[src/wdt_pkg.sv]
// Purpose: Shared constants and types for the auxiliary watchdog block
// Assumes: 125 MHz core clock, 32-bit classic Wishbone register port
// Notes: Register indices are word indices; byte address is index times four
package wdt_pkg;
   // Clock and timebase
   localparam int CLK_PERIOD_NS = 8;
   localparam longint SEC_NS = 1000000000;
   localparam int SEC_CYCLES = int'(SEC_NS / CLK_PERIOD_NS);
   localparam logic [5:0] SEC_PER_MIN = 6'h3C;
   // Shortest high time of the keyboard controller force line
   localparam int KBC_HIGH_MIN_NS = 1000;
   localparam int KBC_HIGH_MIN_CYC = (KBC_HIGH_MIN_NS + CLK_PERIOD_NS - 1) / CLK_PERIOD_NS;

   // Register indices
   localparam logic [7:0] IDX_UNITS = 8'hF1;
   localparam logic [7:0] IDX_VALUE = 8'hF2;
   localparam logic [7:0] IDX_SOURCE = 8'hF3;
   localparam logic [7:0] IDX_CTRL = 8'hF4;
   localparam logic [7:0] IDX_IRQ_STATUS = 8'hF5;
   localparam logic [7:0] IDX_IRQ_CLEAR = 8'hF6;
   localparam logic [7:0] IDX_IRQ_ENABLE = 8'hF7;

   // Reset values
   localparam logic [7:0] RST_UNITS = 8'h00;
   localparam logic [7:0] RST_VALUE = 8'h00;
   localparam logic [7:0] RST_SOURCE = 8'h00;
   localparam logic [7:0] RST_CTRL = 8'h00;
   localparam logic [1:0] RST_IRQ_ENABLE = 2'h0;

   // Field positions
   localparam int UNITS_SEC_BIT = 7;
   localparam int SRC_GAME_BIT = 0;
   localparam int SRC_KBD_BIT = 1;
   localparam int SRC_MOUSE_BIT = 2;
   localparam int SRC_MAP_LSB = 4;
   localparam int CTRL_STATUS_BIT = 0;
   localparam int CTRL_FORCE_BIT = 2;
   localparam int CTRL_KBC_EN_BIT = 3;
   localparam int IRQ_EXPIRE_BIT = 0;
   localparam int IRQ_KBC_BIT = 1;

   // Interrupt mapping codes
   localparam logic [3:0] MAP_DISABLE = 4'h0;
   localparam logic [3:0] MAP_INVALID = 4'h2;

   // Watchdog state, Gray coded along off, run, expired
   typedef enum logic [1:0]
   {
      WDT_ST_OFF = 2'h0,
      WDT_ST_RUN = 2'h1,
      WDT_ST_EXP = 2'h3
   } wdt_state_t;
endpackage

[src/wdt_aux_io.sv]
// Purpose: Auxiliary watchdog timer with restart sources and ISA interrupt routing
// Assumes: Classic Wishbone slave, 32-bit data, registers at four times their index
// Notes: Configuration resets on rst_i, control on sby_rst_i
// Function
// - Units bit 7 picks minutes or seconds
// - Timeout value zero disables the watchdog
// - Nonzero value counts that many binary units
// - Source bit 0: game port access restarts
// - Source bit 1: keyboard interrupt restarts
// - Source bit 2: mouse interrupt restarts
// - Upper source nibble selects ISA interrupt line
// - Control bit 0 reads timeout status
// - Control bit 2 forces timeout, self clears
// - Control bit 3 enables force line timeouts
// - Force line rising edge pulses, ORed in
//
// Design decision made here: the Wishbone slave port.
`timescale 1ns/100ps
module wdt_aux_io
#(
   parameter int SEC_CYCLES = wdt_pkg::SEC_CYCLES,
   parameter int ADR_W = 12
)
(
   // Clock and resets
   input wire logic clk_i,
   input wire logic rst_i,
   input wire logic sby_rst_i,
   // Wishbone slave
   input wire logic cyc_i,
   input wire logic stb_i,
   input wire logic we_i,
   input wire logic [ADR_W-1:0] adr_i,
   input wire logic [3:0] sel_i,
   input wire logic [31:0] dat_i,
   output logic [31:0] dat_o,
   output logic ack_o,
   // Restart sources
   input wire logic game_port_access_i,
   input wire logic kbd_irq_i,
   input wire logic mouse_irq_i,
   // Keyboard controller force line
   input wire logic kbc_force_line_i,
   // Interrupts
   output logic [15:0] isa_irq_o,
   output logic int_o
);

   // The host sees four watchdog registers and three interrupt registers;
   // each sits in the low byte of its word and the upper bytes read as zero,
   // so byte lanes other than lane 0 are simply ignored on writes.

   // Address decode helper, one word per register index
   function automatic logic reg_hit(input logic [ADR_W-1:0] adr, input logic [7:0] idx);
      reg_hit = (adr[ADR_W-1:2] == (ADR_W-2)'(idx));
   endfunction

   // Map nibble to one-hot ISA line; disable and the invalid code drive nothing
   function automatic logic [15:0] irq_map(input logic [3:0] code);
      logic [15:0] onehot;
      // Shift first, then veto the two codes that must not drive a line
      onehot = 16'h0001 << code;
      if (code == wdt_pkg::MAP_DISABLE || code == wdt_pkg::MAP_INVALID)
         irq_map = 16'h0000;
      else
         irq_map = onehot;
   endfunction

   // Configuration clears on the bus reset, state and control only on the
   // standby reset, so a bus reset does not hide a timeout that already
   // happened; software must read the status after a bus reset.
   // Registers
   logic unit_sec; // Timebase select, seconds when set
   logic [7:0] count_value; // Programmed timeout in units
   logic [7:0] source_cfg; // Restart enables and interrupt map
   logic kbc_force_en; // Force line may trigger a timeout
   logic force_q; // Software force pulse, self clearing
   logic kbc_pulse_q; // Force line edge pulse, self clearing
   logic [1:0] irq_status; // Sticky event bits
   logic [1:0] irq_enable; // Event mask
   logic [7:0] remain; // Units left before expiry
   wdt_pkg::wdt_state_t state; // Watchdog state
   wdt_pkg::wdt_state_t next_state;

   // Pin synchronisers: bit 0 force line, bit 1 keyboard, bit 2 mouse
   logic [2:0] pin_meta; // First stage, read only by second stage
   logic [2:0] pin_sync; // Second stage
   logic [2:0] pin_prev; // Delayed copy for edge detection
   wire [2:0] pin_raw = {mouse_irq_i, kbd_irq_i, kbc_force_line_i};
   wire [2:0] pin_rise = pin_sync & ~pin_prev;

   // These lines come from logic with its own timing, so each passes two
   // flops and the edge detector reads only the second one. All stages reset
   // to the idle low level, so no false edge follows a reset.
   genvar g;
   generate
      for (g = 0; g < 3; g++)
      begin : g_sync
         // Two flops before any logic looks at the pin
         always_ff @(posedge clk_i)
         begin
            if (rst_i)
            begin
               pin_meta[g] <= 1'b0;
               pin_sync[g] <= 1'b0;
               pin_prev[g] <= 1'b0;
            end
            else
            begin
               pin_meta[g] <= pin_raw[g];
               pin_sync[g] <= pin_meta[g];
               pin_prev[g] <= pin_sync[g];
            end
         end
      end
   endgenerate

   // Bus request qualifiers; a write lands on the edge where ack is high
   // Qualifying with ack_o makes each request write exactly once, on the
   // same edge where the master samples the acknowledge.
   wire bus_req = cyc_i && stb_i;
   wire bus_wr = bus_req && we_i && ack_o && sel_i[0];
   wire [7:0] wr_byte = dat_i[7:0];

   // Per-register write strobes
   wire wr_units = bus_wr && reg_hit(adr_i, wdt_pkg::IDX_UNITS);
   wire wr_value = bus_wr && reg_hit(adr_i, wdt_pkg::IDX_VALUE);
   wire wr_source = bus_wr && reg_hit(adr_i, wdt_pkg::IDX_SOURCE);
   wire wr_ctrl = bus_wr && reg_hit(adr_i, wdt_pkg::IDX_CTRL);
   wire wr_irq_clr = bus_wr && reg_hit(adr_i, wdt_pkg::IDX_IRQ_CLEAR);
   wire wr_irq_en = bus_wr && reg_hit(adr_i, wdt_pkg::IDX_IRQ_ENABLE);

   // Status bit writes from the control register
   wire status_wr0 = wr_ctrl && !wr_byte[wdt_pkg::CTRL_STATUS_BIT];
   wire status_wr1 = wr_ctrl && wr_byte[wdt_pkg::CTRL_STATUS_BIT];
   wire force_wr = wr_ctrl && wr_byte[wdt_pkg::CTRL_FORCE_BIT];

   // Restart sources, each gated by its enable
   // The game port strobe is already on this clock and is used as is; the
   // interrupt inputs restart on their rising edge only, so a level stuck
   // high cannot keep the watchdog from ever expiring.
   wire rst_game = game_port_access_i && source_cfg[wdt_pkg::SRC_GAME_BIT];
   wire rst_kbd = pin_rise[1] && source_cfg[wdt_pkg::SRC_KBD_BIT];
   wire rst_mouse = pin_rise[2] && source_cfg[wdt_pkg::SRC_MOUSE_BIT];
   wire restart = rst_game || rst_kbd || rst_mouse || wr_value;

   // Timeout causes; a forced one works whatever the value register holds
   // Expiry is taken on the tick that ends the last unit, so a value of N
   // gives N full units after counting starts.
   wire value_zero = (count_value == 8'h00);
   wire unit_tick;
   wire expire = (state == wdt_pkg::WDT_ST_RUN) && unit_tick && (remain == 8'h01);
   wire forced = force_q || kbc_pulse_q;
   wire timeout_evt = expire || forced;
   wire status = (state == wdt_pkg::WDT_ST_EXP);

   // Timebase held in restart unless running, so each run starts on a unit boundary
   // Restarting it on a host write means a value written just before a unit
   // boundary still gets its full first unit.
   wdt_tick #(
      .SEC_CYCLES(SEC_CYCLES)
   ) u_tick (
      .clk_i(clk_i),
      .rst_i(rst_i),
      .restart_i(restart || (state != wdt_pkg::WDT_ST_RUN)),
      .unit_sec_i(unit_sec),
      .tick_o(unit_tick)
   );

   // OFF: value zero or just cleared; RUN: counting; EXP: status reads one.
   // A status write of one is taken as a request to show a timeout.
   // Next state; a timeout wins over any host write in the same cycle
   always_comb
   begin
      next_state = state;
      case (state)
         wdt_pkg::WDT_ST_OFF:
         begin
            if (timeout_evt || status_wr1)
               next_state = wdt_pkg::WDT_ST_EXP;
            else if (!value_zero)
               next_state = wdt_pkg::WDT_ST_RUN;
         end
         wdt_pkg::WDT_ST_RUN:
         begin
            if (timeout_evt || status_wr1)
               next_state = wdt_pkg::WDT_ST_EXP;
            else if (value_zero)
               next_state = wdt_pkg::WDT_ST_OFF;
         end
         wdt_pkg::WDT_ST_EXP:
         begin
            // Clearing the status bit resumes counting from the full value
            if (status_wr0 && !timeout_evt)
               next_state = wdt_pkg::WDT_ST_OFF;
         end
         default:
            next_state = wdt_pkg::WDT_ST_OFF;
      endcase
   end

   // State lives with the control register on the standby reset
   always_ff @(posedge clk_i)
   begin
      if (sby_rst_i)
         state <= wdt_pkg::WDT_ST_OFF;
      else
         state <= next_state;
   end

   // Remaining units; reloaded on any restart or while not running
   // A value write loads the new count directly, since count_value takes it
   // on the same edge and the reload path would still see the old one.
   always_ff @(posedge clk_i)
   begin
      if (rst_i)
         remain <= wdt_pkg::RST_VALUE;
      else if (wr_value)
         remain <= wr_byte;
      else if (restart || state != wdt_pkg::WDT_ST_RUN)
         remain <= count_value;
      else if (unit_tick)
         remain <= remain - 8'h01;
   end

   // Configuration registers, cleared by the bus reset
   // Reserved source bit 3 is stored but always reads as zero
   always_ff @(posedge clk_i)
   begin
      if (rst_i)
      begin
         unit_sec <= wdt_pkg::RST_UNITS[wdt_pkg::UNITS_SEC_BIT];
         count_value <= wdt_pkg::RST_VALUE;
         source_cfg <= wdt_pkg::RST_SOURCE;
      end
      else
      begin
         if (wr_units)
            unit_sec <= wr_byte[wdt_pkg::UNITS_SEC_BIT];
         if (wr_value)
            count_value <= wr_byte;
         if (wr_source)
            source_cfg <= wr_byte;
      end
   end

   // Control register: force enable and the two self-clearing pulses
   // Both pulses are one cycle wide; a force while already expired only
   // sets the event bit again.
   always_ff @(posedge clk_i)
   begin
      if (sby_rst_i)
      begin
         kbc_force_en <= wdt_pkg::RST_CTRL[wdt_pkg::CTRL_KBC_EN_BIT];
         force_q <= 1'b0;
         kbc_pulse_q <= 1'b0;
      end
      else
      begin
         // Upper bits are not stored; host is expected to write them as zero
         if (wr_ctrl)
            kbc_force_en <= wr_byte[wdt_pkg::CTRL_KBC_EN_BIT];
         // Force bit lasts one cycle whatever was written before
         force_q <= force_wr;
         // A line held high gives one pulse only, on its rising edge
         kbc_pulse_q <= pin_rise[0] && kbc_force_en;
      end
   end

   // Sticky event bits; a new event wins over a clear in the same cycle
   // Bit 0 records any timeout, bit 1 only those caused by the force line
   wire [1:0] irq_event = {kbc_pulse_q, timeout_evt};
   wire [1:0] irq_clear = wr_irq_clr ? wr_byte[1:0] : 2'h0;

   always_ff @(posedge clk_i)
   begin
      if (rst_i)
      begin
         irq_status <= 2'h0;
         irq_enable <= wdt_pkg::RST_IRQ_ENABLE;
      end
      else
      begin
         irq_status <= (irq_status & ~irq_clear) | irq_event;
         if (wr_irq_en)
            irq_enable <= wr_byte[1:0];
      end
   end

   // Interrupt outputs are registered to keep glitches off the pins
   // The line follows the status, not the event bit, so it stays up until
   // software clears the status; the map may be changed while it is up.
   wire [15:0] next_isa_irq = status ? irq_map(source_cfg[7:4]) : 16'h0000;

   always_ff @(posedge clk_i)
   begin
      if (rst_i)
      begin
         isa_irq_o <= 16'h0000;
         int_o <= 1'b0;
      end
      else
      begin
         isa_irq_o <= next_isa_irq;
         int_o <= |(irq_status & irq_enable);
      end
   end

   // Read data; reserved bits and write-only fields read as zero
   // Built from live values in the request cycle and registered into dat_o,
   // so the data stands exactly in the ack cycle.
   wire [7:0] rd_units = {unit_sec, 7'h00};
   wire [7:0] rd_source = {source_cfg[7:4], 1'b0, source_cfg[2:0]};
   wire [7:0] rd_ctrl = {4'h0, kbc_force_en, 2'h0, status};
   wire [7:0] rd_irq_st = {6'h00, irq_status};
   wire [7:0] rd_irq_en = {6'h00, irq_enable};

   wire [7:0] rd_byte =
      reg_hit(adr_i, wdt_pkg::IDX_UNITS) ? rd_units :
      reg_hit(adr_i, wdt_pkg::IDX_VALUE) ? count_value :
      reg_hit(adr_i, wdt_pkg::IDX_SOURCE) ? rd_source :
      reg_hit(adr_i, wdt_pkg::IDX_CTRL) ? rd_ctrl :
      reg_hit(adr_i, wdt_pkg::IDX_IRQ_STATUS) ? rd_irq_st :
      reg_hit(adr_i, wdt_pkg::IDX_IRQ_ENABLE) ? rd_irq_en :
      8'h00;

   // Single-wait-state slave: ack one cycle after the request, dropped after one
   // The !ack_o term keeps a held request from being answered twice
   always_ff @(posedge clk_i)
   begin
      if (rst_i)
      begin
         ack_o <= 1'b0;
         dat_o <= 32'h00000000;
      end
      else
      begin
         ack_o <= bus_req && !ack_o;
         // Unmapped addresses answer normally with zero data
         dat_o <= (bus_req && !ack_o && !we_i) ? {24'h000000, rd_byte} : 32'h00000000;
      end
   end

endmodule

[src/wdt_tick.sv]
// Purpose: Timebase for the watchdog, one pulse per second or per minute
// Assumes: Restart is a same-clock pulse or level
// Notes: The second prescaler is a parameter so simulation can shorten it
`timescale 1ns/100ps
module wdt_tick
#(
   parameter int SEC_CYCLES = wdt_pkg::SEC_CYCLES
)
(
   // Clock and reset
   input wire logic clk_i,
   input wire logic rst_i,
   // Control
   input wire logic restart_i,
   input wire logic unit_sec_i,
   // Unit elapsed pulse
   output logic tick_o
);
   localparam int CW = $clog2(SEC_CYCLES + 1);
   localparam logic [CW-1:0] SEC_LAST = CW'(SEC_CYCLES - 1);

   logic [CW-1:0] cyc_cnt; // Cycles within the current second
   logic [5:0] sec_cnt; // Seconds within the current minute
   wire sec_done = (cyc_cnt == SEC_LAST);
   wire min_done = sec_done && (sec_cnt == wdt_pkg::SEC_PER_MIN - 6'h01);

   // Restart clears both stages so a full unit always follows
   always_ff @(posedge clk_i)
   begin
      if (rst_i || restart_i)
      begin
         cyc_cnt <= '0;
         sec_cnt <= 6'h00;
         tick_o <= 1'b0;
      end
      else
      begin
         cyc_cnt <= sec_done ? '0 : cyc_cnt + CW'(1);
         if (sec_done)
            sec_cnt <= min_done ? 6'h00 : sec_cnt + 6'h01;
         tick_o <= unit_sec_i ? sec_done : min_done;
      end
   end
endmodule
[config.mk]
export PLATFORM = sky130hd
export DESIGN_NAME = wdt_aux_io
export DESIGN_NICKNAME = d
export VERILOG_FILES = /design/src/wdt_pkg.sv /design/src/wdt_aux_io.sv /design/src/wdt_tick.sv
export SDC_FILE = /design/constraint.sdc
export NUM_CORES = 1
export LEC_CHECK = 0
export BUFFER_PORTS_ARGS = -buffer_cell sky130_fd_sc_hd__buf_2
export CAP_MARGIN = 20
export CORE_ASPECT_RATIO = 0.8
export CORE_MARGIN = 2
export CORE_UTILIZATION = 46
export DETAILED_ROUTE_END_ITERATION = 16
export MAX_ROUTING_LAYER = met4
export PLACE_DENSITY = 0.72
export SETUP_SLACK_MARGIN = 0.5
export SYNTH_ARGS = -nofsm -noshare
export SYNTH_HDL_FRONTEND = slang
export SYNTH_SLANG_ARGS = --single-unit
[constraint.sdc]
create_clock -name clk_i -period 2.3 [get_ports clk_i]
set_clock_uncertainty 0.1 [all_clocks]
set_input_delay 0.46 -clock clk_i [delete_from_list [all_inputs] [get_ports clk_i]]
set_output_delay 0.46 -clock clk_i [all_outputs]
set_load 0.02 [all_outputs]
==> Flow_metrics.wiki <==
{| class="wikitable"
! Metric !! Value
|-
| Outcome || finished clean
|-
| Grt ovf || 0
|-
| Ratio of cells with drive above 1 in the final layout || 29.22%
|-
| Synthesized flop and latch total || 102
|-
| Number of diodes || 0
|-
| Highest cell delay on the worst timing path || 540 ps
|-
| Cell count after placement || 659
|-
| Power per cell area || 605.5 mW/mm²
|-
| Type of destination of the critical path || flop
|-
| Endpoint of the worst register-to-register path || remain[7]$_SDFFE_PP0P_
|-
| Final core utilization || 59.11%
|-
| # rows || 32
|-
| Hold/Removal Path Class || in2reg
|-
| Final min period || 1979 ps
|-
| Area added between synthesis and finish || 26.14%
|-
| Root buffer cell || sky130_fd_sc_hd__clkbuf_16
|-
| Launching point of the worst reg2reg path || remain[3]$_SDFFE_PP0P_
|-
| Setup TNS after final layout || 0 ps
|-
| Count of warnings emitted by yosys || 0
|-
| Mapped Avg Cell Area || 9.021 µm²
|-
| Detailed-routing iteration count for the pre-antenna-repair pass || 4
|-
| Worst voltage drop across the vdd grid || 0.0005066 V
|-
| Quantity of I/O buffers inserted on ports || 54
|-
| Startpoint of the tightest hold check path || kbd_irq_i
|-
| Hold depth || 2
|-
| Global-route usage over all layers || 20.31%
|-
| Max Fclk || 0.5054 GHz
|-
| Fin. max-slew vios || 0
|-
| Total core area || 0.009529 mm²
|-
| First-pass GRT wire length || 16550 µm
|-
| Die height || 92.13 µm
|-
| Final cell count without fillers || 694
|-
| Type of the worst setup path || reg2reg
|-
| Number of global-route vias before repair || 3405
|-
| Post-synth top area share || 45.73%
|-
| DRC viols || 0
|-
| Cell type with the highest occurrence count on the critical path || sky130_fd_sc_hd__or4_4
|-
| Required time worst endpoint || 2460 ps
|-
| Leakage power || 2.204 nW
|-
| Cts-stage hold buffer count || 0
|-
| Sinks on Clock Net || 102
|-
| Hold Path End || pin_meta[1]$_SDFF_PP0_
|-
| Post-DP HPWL || 6918 µm
|-
| Top cells by count, synth || sky130_fd_sc_hd__dfxtp_1, sky130_fd_sc_hd__nor2_1, sky130_fd_sc_hd__nand2_1
|-
| Maximum capacitance violations || 0
|-
| Top flip-flop cell by instance count after synthesis || sky130_fd_sc_hd__dfxtp_1
|-
| Yosys cell types || 53
|-
| Minimum hold slack || 216.3 ps
|-
| Cell type of the slowest stage on the worst timing path || sky130_fd_sc_hd__or4_4
|-
| CTS tree || yes
|-
| Die Outline Area || 0.01052 mm²
|-
| Ranking of synthesized cells by area || sky130_fd_sc_hd__dfxtp_1, sky130_fd_sc_hd__nor2_1, sky130_fd_sc_hd__xnor2_1, sky130_fd_sc_hd__buf_4, sky130_fd_sc_hd__mux2i_1
|-
| Final setup violating endpoints || 0
|-
| WP data arrival || 2140 ps
|-
| Setup slack on the worst flop-to-flop path || 320 ps
|-
| Sum of routed wire length over all layers || 10630 µm
|-
| H-tree depth || 3
|-
| Sequence of cells on the critical path || or4_4, or4_4, nand4_1, o211ai_1, a221oi_2
|-
| ANT nets after route || 0
|-
| Drt via density || 5.403
|-
| Net count, final || 632
|-
| Bufs and invs on worst path || 0
|-
| Inserted Clock Buffers || 9
|-
| FF-to-FF path depth || 5
|-
| Number of enable flip-flop cells after synthesis || 0
|-
| Period Utilization, post-route || 86.03%
|-
| Sequential fraction of the synthesis area || 45.73%
|-
| Unrepaired setup endpoints after global routing || true
|-
| Number of top-level pins || 108
|-
| Number of antenna violations at the first check in global routing || 0
|-
| Hold Violations, Final || 0
|-
| Pin count of the biggest net entering global routing || 28
|-
| Violation count after the first detailed-routing iteration || 205
|-
| Most common cell in the synthesized netlist || sky130_fd_sc_hd__dfxtp_1
|-
| Final weighted congestion in routability-driven placement || 0.8783
|-
| Largest fanout on the critical path || 2
|-
| Instance count of the mapped netlist || 495
|-
| Post-synthesis instance area || 0.004466 mm²
|-
| Initial standard-cell utilization of the core || 46.86%
|-
| Cell family with the largest share of critical-path delay || simple AND/OR/NAND/NOR gates
|-
| Worst-path clk slew || 70 ps
|-
| Via Count || 3750
|-
| Horizontal die dimension || 114.2 µm
|-
| Slack of the critical path || 321.3 ps
|-
| Clock latency of the later-clocked register in the worst-skew pair || 350 ps
|-
| Clock buffer depth || 2
|-
| Pre-CTS setup slack || 87.68 ps
|-
| Share of flip-flops with an asynchronous set or reset || 0%
|-
| Kind of start point of the critical path || flop
|-
| Largest area contributor in the synthesized netlist || sky130_fd_sc_hd__dfxtp_1
|-
| Avg WL per Cell || 15.32 µm
|}
## flip-flops by register name, indices dropped and copies added (netlist names), 2 cells and up
register,flops
count_value,8
dat_o,8
irq_enable,2
irq_status,2
isa_irq_o,16
pin_meta,3
pin_prev,3
pin_sync,3
remain,8
source_cfg,7
state,2
u_tick.cyc_cnt,27
u_tick.sec_cnt,6
## report_power, final
group	internal, mW	total (mW)	switching, mW
Clock	0.770	1.50	0.733
Combinational	0.0380	0.133	0.0950
Sequential	1.77	1.77	0.00288
## stage by stage
step | power, mW | cell area (µm²)
6_report | 3.411 | 5633
5_1_grt | 3.518 | 5633
4_1_cts | 3.436 | 5325
3_5_place_dp | 1.948 | 4845
3_3_place_gp | 1.945 | 4845
2_1_floorplan | 1.931 | 4648
## logic make-up after synthesis
family          count (synthesis)  synth area share, %
other cells                     1              0.08398
mux                            19                4.315
fa+ha+maj                       4                1.121
flops                         102                45.73
buf+inv                        64                7.537
compound gates                 51                8.322
simple gates                  224                27.01
xor+xnor                       30                5.884
## metal layers
metal	global-route usage (%)	up-vias	wire, µm
li1	-	1823	-
met1	27.76	1802	5100
met3	4.957	13	580
met5	-	-	0
met4	6.301	0	151
met2	29.71	112	4800
## final cells by class
type,count,area [µm²]
Sequential cell,102,2066
Clock buffer,9,225.2
Clock inverter,7,73.82
Inverter,20,75.07
Fill cell,788,3896
Multi-Input combinational cell,356,2540
Timing Repair Buffer,81,504.2
Tap cell,119,148.9
## what timing repair did
action                     4_1_cts  5_1_grt
pin swaps                        4        5
gates resized for setup         25       49
setup endpoints to repair       40       44
buffers inserted                 9        8
gates cloned                     0        2
## how the worst max path moves through the flow
| stage | from | end | slack, ps | cells past startpoint |
|---|---|---|---|---|
| 2_1_floorplan | adr_i[10] | remain[3]$_SDFFE_PP0P_ | 400 | 6 |
| 3_3_place_gp | adr_i[10] | u_tick.cyc_cnt[12]$_SDFF_PP0_ | 150 | 7 |
| 3_5_place_dp | adr_i[10] | u_tick.cyc_cnt[21]$_SDFF_PP0_ | 90 | 7 |
| 4_1_cts | remain[3]$_SDFFE_PP0P_ | remain[7]$_SDFFE_PP0P_ | 360 | 5 |
| 5_1_grt | remain[3]$_SDFFE_PP0P_ | remain[7]$_SDFFE_PP0P_ | 310 | 5 |
| 6_report | remain[3]$_SDFFE_PP0P_ | remain[7]$_SDFFE_PP0P_ | 320 | 5 |
## cell usage in the layout, fill, tap and decap left out, types with 3 or more instances in the layout
master                      instances
sky130_fd_sc_hd__a21oi_1           15
sky130_fd_sc_hd__a221oi_1           4
sky130_fd_sc_hd__a221oi_2           4
sky130_fd_sc_hd__a22oi_1            4
sky130_fd_sc_hd__and2_1             3
sky130_fd_sc_hd__buf_2             54
sky130_fd_sc_hd__buf_4             22
sky130_fd_sc_hd__buf_6              3
sky130_fd_sc_hd__clkbuf_16          9
sky130_fd_sc_hd__conb_1            26
sky130_fd_sc_hd__dfxtp_1           85
sky130_fd_sc_hd__dfxtp_2           16
sky130_fd_sc_hd__ha_1               3
sky130_fd_sc_hd__inv_1             20
sky130_fd_sc_hd__mux2i_1           17
sky130_fd_sc_hd__nand2_1           35
sky130_fd_sc_hd__nand3_1           16
sky130_fd_sc_hd__nand3_4            3
sky130_fd_sc_hd__nand3b_1           5
sky130_fd_sc_hd__nand4_1           12
sky130_fd_sc_hd__nand4b_1           4
sky130_fd_sc_hd__nor2_1            60
sky130_fd_sc_hd__nor2_2             7
sky130_fd_sc_hd__nor2b_1           13
sky130_fd_sc_hd__nor3_1            16
sky130_fd_sc_hd__nor4_1             6
sky130_fd_sc_hd__nor4_2             3
sky130_fd_sc_hd__nor4_4             6
sky130_fd_sc_hd__o211ai_1           6
sky130_fd_sc_hd__o21ai_0            5
sky130_fd_sc_hd__or3_4              3
sky130_fd_sc_hd__or4_4              3
sky130_fd_sc_hd__xnor2_1           24
sky130_fd_sc_hd__xor2_1             5
No activity file was read; power rests on OpenSTA's default activity.
